`src/rtl/prs_pkg.sv`:
```
// package for the power-on reset sequencer: timing constants and state carrier
// assumes a single 250 MHz clock domain
`default_nettype none
package prs_pkg;
    // ========================================
    // timing
    localparam int unsigned PRS_CLK_MHZ = 250;
    localparam int unsigned PRS_DELAY_MS = 18;
    localparam int unsigned PRS_DELAY_CYC = PRS_DELAY_MS * 1000 * PRS_CLK_MHZ;
    localparam int unsigned PRS_CNT_W = 23;
    // ========================================
    // sequencer states
    typedef enum logic [2:0] {
        PRS_HOLD = 3'b001,
        PRS_COUNT = 3'b010,
        PRS_RUN = 3'b100
    } prs_state_t;
    // ========================================
    // full state of the sequencer
    typedef struct packed {
        prs_state_t state;
        logic latch;
        logic timing;
        logic [PRS_CNT_W-1:0] count;
    } prs_regs_t;
endpackage : prs_pkg
`default_nettype wire

```
`src/rtl/prs_delay_timer.sv`:
```
// reset-delay timer: counts while enabled, cleared otherwise, flags expiry
// assumes synchronous active-high reset and a freezing clock enable
`default_nettype none
module prs_delay_timer
    import prs_pkg::*;
#(
    parameter int unsigned CNT_W = PRS_CNT_W
) (
    // clock and reset
    input wire logic clk_in,
    input wire logic sys_rst_in,
    input wire logic clk_en_in,
    // control
    input wire logic run_in,
    input wire logic [CNT_W-1:0] limit_in,
    // status
    output logic done_out
);
    logic [CNT_W-1:0] cnt_q;
    logic [CNT_W-1:0] cnt_d;
    logic done_q;
    logic done_d;

    always_comb begin
        cnt_d = cnt_q;
        done_d = 1'b0;
        if (!run_in) begin
            cnt_d = '0;
        end else if (cnt_q >= limit_in - CNT_W'(1)) begin
            done_d = 1'b1;
        end else begin
            cnt_d = cnt_q + CNT_W'(1);
        end
    end

    always_ff @(posedge clk_in) begin
        if (sys_rst_in) begin
            cnt_q <= '0;
            done_q <= 1'b0;
        end else if (clk_en_in) begin
            cnt_q <= cnt_d;
            done_q <= done_d;
        end
    end

    assign done_out = done_q;
endmodule : prs_delay_timer
`default_nettype wire

```
`src/rtl/prs_sequencer.sv`:
```
// power-on reset sequencer: reset latch released after the delay once master clear is high
// assumes power-up is presented as sys_rst_in and master clear is synchronous to clk_in
`default_nettype none
module prs_sequencer
    import prs_pkg::*;
#(
    parameter int unsigned DELAY_CYC = PRS_DELAY_CYC
) (
    // clock and reset
    input wire logic clk_in,
    input wire logic sys_rst_in,
    input wire logic clk_en_in,
    // board side
    input wire logic master_clear_input_in,
    // chip side
    output logic chip_rst_out,
    output logic timing_out
);
    prs_regs_t r_q;
    prs_regs_t r_d;
    logic timer_done;
    logic timer_run;
    // expiry count at the timer's width
    localparam logic [PRS_CNT_W-1:0] DELAY_LIM = PRS_CNT_W'(DELAY_CYC);

    // ========================================
    // reset-delay timer
    assign timer_run = (r_q.state == PRS_COUNT) && master_clear_input_in;

    prs_delay_timer #(
        .CNT_W(PRS_CNT_W)
    ) u_reset_delay_timer (
        .clk_in(clk_in),
        .sys_rst_in(sys_rst_in),
        .clk_en_in(clk_en_in),
        .run_in(timer_run),
        .limit_in(DELAY_LIM),
        .done_out(timer_done)
    );

    // ========================================
    // sequencer
    always_comb begin
        r_d = r_q;
        // shadow count of enabled counting cycles, read only by the checks
        r_d.count = '0;
        if (timer_run && !timer_done) begin
            r_d.count = r_q.count + PRS_CNT_W'(1);
        end
        unique case (r_q.state)
            PRS_HOLD: begin
                r_d.latch = 1'b1;
                if (master_clear_input_in) begin
                    r_d.state = PRS_COUNT;
                end
            end
            PRS_COUNT: begin
                if (!master_clear_input_in) begin
                    r_d.state = PRS_HOLD;
                    r_d.latch = 1'b1;
                end else if (timer_done) begin
                    r_d.state = PRS_RUN;
                    r_d.latch = 1'b0;
                end
            end
            PRS_RUN: begin
                // no supply monitor here, only master clear low or sys_rst_in restarts
                if (!master_clear_input_in) begin
                    r_d.state = PRS_HOLD;
                    r_d.latch = 1'b1;
                end
            end
            default: begin
                r_d.state = PRS_HOLD;
                r_d.latch = 1'b1;
            end
        endcase
        // counting flag kept in its own flop so the output is registered
        r_d.timing = (r_d.state == PRS_COUNT);
    end

    always_ff @(posedge clk_in) begin
        if (sys_rst_in) begin
            r_q.state <= PRS_HOLD;
            r_q.latch <= 1'b1;
            r_q.timing <= 1'b0;
            r_q.count <= '0;
        end else if (clk_en_in) begin
            r_q <= r_d;
        end
    end

    assign chip_rst_out = r_q.latch;
    assign timing_out = r_q.timing;

    // ========================================
    // checks
    logic past_valid_q;
    always_ff @(posedge clk_in) begin
        past_valid_q <= !sys_rst_in;
    end

    a_latch_at_powerup: assert property (@(posedge clk_in)
        sys_rst_in |=> (chip_rst_out && !timing_out && (r_q.count == '0) && !timer_done))
        else $error("latch not set after power-up");
    a_idle_when_low: assert property (@(posedge clk_in) disable iff (sys_rst_in)
        (clk_en_in && !master_clear_input_in) |=> !timer_done)
        else $error("timer expired while idle");
    a_release_on_done: assert property (@(posedge clk_in) disable iff (sys_rst_in)
        (clk_en_in && timer_done && r_q.state == PRS_COUNT && master_clear_input_in)
            |=> !chip_rst_out)
        else $error("reset not released at time-out");
    a_no_release_early: assert property (@(posedge clk_in) disable iff (sys_rst_in)
        (chip_rst_out && !timer_done) |=> chip_rst_out)
        else $error("reset released before time-out");
    a_stay_released: assert property (@(posedge clk_in) disable iff (sys_rst_in)
        (!chip_rst_out && master_clear_input_in) |=> !chip_rst_out)
        else $error("reset without cause");
    a_clear_holds_rst: assert property (@(posedge clk_in) disable iff (sys_rst_in)
        (past_valid_q && clk_en_in && !master_clear_input_in) |=> chip_rst_out && !timing_out)
        else $error("reset not held while master clear low");
    a_count_starts: assert property (@(posedge clk_in) disable iff (sys_rst_in)
        (clk_en_in && r_q.state == PRS_HOLD && master_clear_input_in) |=> timing_out)
        else $error("timer did not start on master clear high");
    a_freeze: assert property (@(posedge clk_in) disable iff (sys_rst_in)
        !clk_en_in |=> ($stable(r_q) && $stable(timer_done)))
        else $error("state changed while clock enable low");

    // ========================================
    // checks: delay timer against the shadow count
    a_no_done_early: assert property (@(posedge clk_in) disable iff (sys_rst_in)
        (timer_run && (r_q.count < DELAY_LIM))
            |-> !timer_done)
        else $error("timer expired before the delay count");

    a_done_on_time: assert property (@(posedge clk_in) disable iff (sys_rst_in)
        (timer_run && (r_q.count == DELAY_LIM))
            |-> timer_done)
        else $error("timer missed the delay count");

    a_count_bounded: assert property (@(posedge clk_in) disable iff (sys_rst_in)
        (r_q.count <= DELAY_LIM))
        else $error("delay count ran past the time-out");

    a_count_idle: assert property (@(posedge clk_in) disable iff (sys_rst_in)
        (r_q.state != PRS_COUNT)
            |-> (r_q.count == '0))
        else $error("delay count moved outside counting");

    a_timer_restart: assert property (@(posedge clk_in) disable iff (sys_rst_in)
        (clk_en_in && !master_clear_input_in)
            |=> ((r_q.count == '0) && !timer_done))
        else $error("timer not cleared while master clear low");

    a_keeps_counting: assert property (@(posedge clk_in) disable iff (sys_rst_in)
        (clk_en_in && timer_run && !timer_done)
            |=> timing_out)
        else $error("counting stopped before the time-out");

    // ========================================
    // checks: cause of every edge on the outputs
    a_rst_cause: assert property (@(posedge clk_in) disable iff (sys_rst_in)
        $rose(chip_rst_out)
            |-> (!$past(master_clear_input_in) || $past(sys_rst_in)))
        else $error("internal reset rose without a cause");

    a_release_cause: assert property (@(posedge clk_in) disable iff (sys_rst_in)
        $fell(chip_rst_out)
            |-> $past(timer_done))
        else $error("internal reset fell without a time-out");

    a_timing_rise: assert property (@(posedge clk_in) disable iff (sys_rst_in)
        $rose(timing_out)
            |-> $past(master_clear_input_in))
        else $error("counting began with master clear low");

    a_timing_fall: assert property (@(posedge clk_in) disable iff (sys_rst_in)
        $fell(timing_out)
            |-> ($past(timer_done) || !$past(master_clear_input_in) || $past(sys_rst_in)))
        else $error("counting stopped without a cause");

    // ========================================
    // checks: state and outputs agree
    a_state_onehot: assert property (@(posedge clk_in) disable iff (sys_rst_in)
        $onehot(r_q.state))
        else $error("sequencer state not one-hot");

    a_timing_state: assert property (@(posedge clk_in) disable iff (sys_rst_in)
        (timing_out == (r_q.state == PRS_COUNT)))
        else $error("counting flag disagrees with state");

    a_run_released: assert property (@(posedge clk_in) disable iff (sys_rst_in)
        (r_q.state == PRS_RUN)
            |-> (!chip_rst_out && !timing_out))
        else $error("reset or counting shown while running");

    a_held_until_run: assert property (@(posedge clk_in) disable iff (sys_rst_in)
        (r_q.state != PRS_RUN)
            |-> chip_rst_out)
        else $error("reset dropped before running");

    a_hold_waits: assert property (@(posedge clk_in) disable iff (sys_rst_in)
        (clk_en_in && (r_q.state == PRS_HOLD) && !master_clear_input_in)
            |=> (r_q.state == PRS_HOLD))
        else $error("left hold with master clear low");

    a_hold_no_done: assert property (@(posedge clk_in) disable iff (sys_rst_in)
        timer_done |-> (r_q.state != PRS_HOLD))
        else $error("timer expiry seen in hold");

    a_clear_aborts: assert property (@(posedge clk_in) disable iff (sys_rst_in)
        (clk_en_in && (r_q.state == PRS_COUNT) && !master_clear_input_in)
            |=> (r_q.state == PRS_HOLD))
        else $error("count not aborted on master clear low");
endmodule : prs_sequencer
`default_nettype wire

```
`config.mk`:
```
export PLATFORM = sky130hd
export DESIGN_NAME = prs_sequencer
export DESIGN_NICKNAME = d
export VERILOG_FILES = /design/src/rtl/prs_pkg.sv /design/src/rtl/prs_delay_timer.sv /design/src/rtl/prs_sequencer.sv
export SDC_FILE = /design/constraint.sdc
export NUM_CORES = 1
export LEC_CHECK = 0
export BUFFER_PORTS_ARGS = -buffer_cell sky130_fd_sc_hd__buf_2
export CAP_MARGIN = 15
export CELL_PAD_IN_SITES_DETAIL_PLACEMENT = 0
export CELL_PAD_IN_SITES_GLOBAL_PLACEMENT = 1
export CORE_MARGIN = 1
export CORE_UTILIZATION = 45
export CTS_CLUSTER_SIZE = 24
export DETAILED_ROUTE_END_ITERATION = 7
export HOLD_SLACK_MARGIN = 0.12
export PLACE_DENSITY = 0.85
export SLEW_MARGIN = 20
export SYNTH_ARGS = -nofsm -noshare
export SYNTH_HDL_FRONTEND = slang
export SYNTH_SLANG_ARGS = --single-unit
```
`constraint.sdc`:
```
create_clock -name clk_in -period 2.5 [get_ports clk_in]
set_clock_uncertainty 0.15 [all_clocks]
set_input_delay 0.25 -clock clk_in [delete_from_list [all_inputs] [get_ports clk_in]]
set_output_delay 0.25 -clock clk_in [all_outputs]
set_load 0.005 [all_outputs]
```
[After elaboration in Yosys (flattened, before gate mapping)]
Cells that the tools add are included.
Operators by class
  add/subtract/negate cells: 1
  magnitude comparators: 1
  equality and inequality tests: 7
  multiplexer cells: 9
  reduce and logical (&&, ||, !) cells: 3
Operator list (number)
  2-to-1 mux 23 bit: 2
  adder 23 x 1 -> 23 bit (second input constant): 1
  greater-or-equal comparator 23 bit (second input constant): 1
  2-to-1 mux 4 bit: 3
  one-hot mux 4 bit (3 select lines): 1
  == test 3 x 2 -> 1 bit (second input constant): 2
  inequality test 2 bit (second input constant): 2
  == test 3 x 1 -> 1 bit (second input constant): 1
  == test 3 bit (second input constant): 1
  2-to-1 mux 3 bit: 1
  inequality test 3 x 2 -> 1 bit (second input constant): 1
  AND reduction 3 bit: 1
  2-to-1 mux 1 bit: 2
  AND reduction 2 bit: 1
  logical AND 1 bit: 1
Word-level totals
  flip-flop bits (word level): 29
  logic and storage cells: 26

[Depth between registers and ports, before layout]
  depth in word-level cells: 4
  mapped depth: 8
  gate-level depth less buffers: 7

[Modules after synthesis]
Synthesis repeated with hierarchy kept, for this count alone.
Second synthesis, totals
  cell total of the unflattened synthesis: 297
  area total of the unflattened synthesis: 2364.8 µm²
By module, submodules not included
  prs_delay_timer: times used 1, cells each 264, area an instance 2105.8 µm²
  prs_sequencer: times used 1, cells each 33, area an instance 259.0 µm²

[Worst setup path after synthesis]
OpenSTA, ideal clock, no wires.
  path kind: reg2reg
  start point: register u_reset_delay_timer.cnt_q[0]
  end point: register u_reset_delay_timer.cnt_q[10]
  setup time: 70 ps
  data arrival time: 2086 ps
  setup slack: 193 ps
  cell stages (with the launch flop): 9
  clock period less this slack: 2307 ps
  cells stage by stage: dfxtp_1 ha_1 nand4_1 o211ai_1 a311oi_2 a41oi_1 buf_2 or4b_1 a21oi_1
Between the ends
  longest elaborated chain between the ends: 3
  elaborated cells on any way between the ends: 6
  classes of those cells: add/sub (1); order compare (1); eq/ne (1); mux (2); reduce/logical (1)
RTL lines
  start: declaration: line prs_delay_timer.sv:19  | logic [CNT_W-1:0] cnt_q;
  start signal: assignment: line prs_delay_timer.sv:41  | cnt_q <= cnt_d;
  adder 23 x 1 -> 23 bit or greater-or-equal comparator 23 bit (tied branches): line prs_delay_timer.sv:32, prs_delay_timer.sv:29
  2-to-1 mux 23 bit or inequality test 2 bit (tied branches)
  2-to-1 mux 23 bit or AND reduction 2 bit (tied branches)
Parallel ways exist; a longest one is shown, timed or not. The select of a mux whose other input is x is not followed.
A chain may end at the register's enable or synchronous reset.

[Worst setup path in the final report]
  start point: register u_reset_delay_timer.cnt_q[19]
  end point: register u_reset_delay_timer.cnt_q[10]
Between the ends
  longest elaborated chain between the ends: 3
RTL lines
  greater-or-equal comparator 23 bit: line prs_delay_timer.sv:29  | end else if (cnt_q >= limit_in - CNT_W'(1)) begin
  inequality test 2 bit (no source line)
  AND reduction 2 bit (no source line)
No other way between the ends.

==> impl_results.md <==
- Status: complete, no violations
- Number of global-route vias before repair: 1655
- Largest net degree at the start of global routing: 32
- Number of hold buffers added after CTS: 0
- Met3 Use GR: 7.07%
- Per-cell routed wire length: between 10 and 15 um
- Critical path type: register to register
- Largest stage delay, worst path: about 0.55 ns
- Horiz. Die Dim: 63.1 um
- Vias: 1736
- Clk sinks: 29
- Top-count cell post-synth: dfxtp_1
- Hold Slack: between 0.1 and 0.15 ns
- Layout overhead on the synthesized area: 14.9%
- P_leak: 0.000606 uW
- Post-Syn Instances: 225
- Multi-input gate area: 0.00105 sq mm
- Die H: around 63 um
- Global routing's busiest layer: met2
- Row count: 21
- Critical Path RT: 2.56 ns
- GP Congestion: 0.841
- Post-synth EDFFs: 0
- DRC Markers: 0
- Sequential share of the synthesized area: 34.5%
- Gr usage total: 23.6%
- Critical Path, Cell by Cell: o31ai_1 -> o211ai_1 -> a311oi_2 -> a41oi_4 -> or4b_1 -> a21oi_1
- Clock Latency Late Sink: 0.28 ns
- Ys flop type: dfxtp_1
- DRT iter0 DRCs: between 100 and 150
- RSZ-0062 raised after global routing: false
- Mapped Area: about 0.0017 sq mm
- Crit start category: register
- Sequential Area: 581 sq um
- Max Transition Viols Final: 0
- Power consumption: 914 uW
- Port bufs: 5
- Grt met2 use: 38.7%
- Achievable Freq: about 420 MHz
- Final setup fails: 0
- Min Tclk post-route: 2.40 ns
- TritonCTS clock tree: yes
- DRT Pass-1 Iters: 5
- Maximum VDD drop: 391 uV
- Routed WL: 4180 um
- Flops & latches, synth: 29
- Syn nets: 230
- Initial antenna violation count: 0
- Num CTS Buffers: 5
- Syn avg cell area: 7.47 sq um
- Power Density: 473 mW/mm^2
- Nets: 244
- Post-CTS setup buffers: 0
- ANT nets after route: 0
- Fillers: 346
- Yosys top cell area share: approximately a third
- Post-DP HPWL: 2880 um
- Synth cell types: 42
- Max-slew headroom: a little over 60%
- Final hold violation count: 0
- First-pass GRT wire length: 7470 um
- Critical path arrival: between 2 and 2.5 ns
- Clk Tree Root Cell: clkbuf_8
- Area contributors post-synth: dfxtp_1 (35%), o21ai_0 (7.7%), a21oi_1 (7.4%)
- Ant diodes: 0
- Commonest cells in the netlist: dfxtp_1 (29), o21ai_0 (26), a21oi_1 (25)
- HP Class: input pin to register
- Crit Path Max Fanout: 11
- Hold path startpoint: master_clear_input_in
- Routing usage on met1: 30.7%
- Worst-path clk slew: 0.06 ns
- Core area: 0.00347 sq mm
- Async S/R FF share, synth: 0%
- Die ar.: 0.00399 sq mm
- CP Capture Type: register
- Worst slew pin tran: roughly 0.58 ns
- Cell taking the most area after synthesis: dfxtp_1
- Fin crit share: 95.9%
- Drt via density: 6.09
- H-tree depth: 2
- Starting Density: 48.5%
- Layout cell share with drive strength beyond 1: 13.8%
- Grt total ovfl: 0
- Max-cap violation count: 0
- Max clock buf depth: 2
- CP max-delay cell: or4b_1
- Yosys warning count: 0
- Ports: 6
- Worst R2R Start: u_reset_delay_timer.cnt_q[19]
- Crit path launch: u_reset_delay_timer.cnt_q[19]
[state kept, by name, summed over array words and instances (netlist names)]
signal                        count
r_q                               3
u_reset_delay_timer.done_out      1
chip_rst_out                      1
timing_out                        1
u_reset_delay_timer.cnt_q        23
[critical path: cells and delay by family, from the launching register on]
family | cells | cell delay (ns)
AO/OA/AOI/OAI | 5 | 1.27
AND/OR/NAND/NOR | 1 | 0.55
flip-flops | 1 | 0.35
[stage by stage]
step	utilization (%)	area (sq um)	cells	worst slack, ns	setup TNS, ns
after floorplan	-	1680	225	0.193	0
after global placement	52.6	1820	278	0.0792	0
after detailed placement	52.6	1820	278	-0.0391	-0.106
after CTS	55.3	1920	285	0.0680	0
after global routing	55.7	1930	285	0.000383	0
final	55.7	1930	285	0.104	0
[what timing repair did]
action,4_1_cts,5_1_grt
pin swaps,0,1
resized for setup,1,2
setup endpoints to repair,6,9
cloned,0,0
[path summary, 6_finish.rpt]
check	slack, ns	endpoint	cells past startpoint
max	0.10	u_reset_delay_timer.cnt_q[10]	6
min	0.15	r_q[26]	3
min reg2reg	0.33	timing_out	2
max reg2reg	0.10	u_reset_delay_timer.cnt_q[10]	6
[layer usage]
metal  part of all wire (%)  routed length, um
met1                     47               1960
met2                     48               2010
met3                    4.2                176
met4                   0.89                 37
met5                      0                  0
[cells by family (layout without fill, tap and decap cells)]
logic type,after synthesis,in the layout,share of synthesized area [%]
AND/OR/NAND/NOR,100,100,32.4
AO/OA/AOI/OAI,75,75,26.3
flip-flops,29,29,34.5
buffers and inverters,17,31,4.09
multiplexers,3,3,1.93
adder cells (fa/ha/maj),1,1,0.744
[report_power, final]
group / total (uW) / switching (uW) / internal, uW / leakage (uW)
Clock: 396 / 178 / 218 / 0.0000443
Combinational: 50.2 / 30.6 / 19.6 / 0.000328
Sequential: 468 / 2.69 / 465 / 0.000234
Total: 914 / 211 / 703 / 0.000606
[final cells by class]
type / instances / area share [%]
clock buffers: 7 / 4.47
inverters: 4 / 0.777
multi-input cells: 179 / 54.6
flip-flops and latches: 29 / 30.1
well taps: 46 / 2.98
repair buffers: 20 / 7.12
[cell usage in the layout, fill, tap and decap left out, types with 2 or more instances in the layout]
master	instances
nor3b_1	2
a21oi_1	25
nor3_1	6
clkbuf_8	6
nand3_1	11
nand4_1	5
nand3b_1	2
o21ai_0	26
o211ai_1	3
a311oi_1	2
mux2_2	2
or4_1	4
inv_1	4
a31oi_1	5
and3_1	2
buf_4	15
o31ai_1	3
nor2_1	20
a41oi_1	2
nor2b_1	8
or4b_1	2
dfxtp_1	29
nand2b_1	8
buf_2	5
or3_1	6
nand2_1	16
No activity file was read; power rests on OpenSTA's default activity.
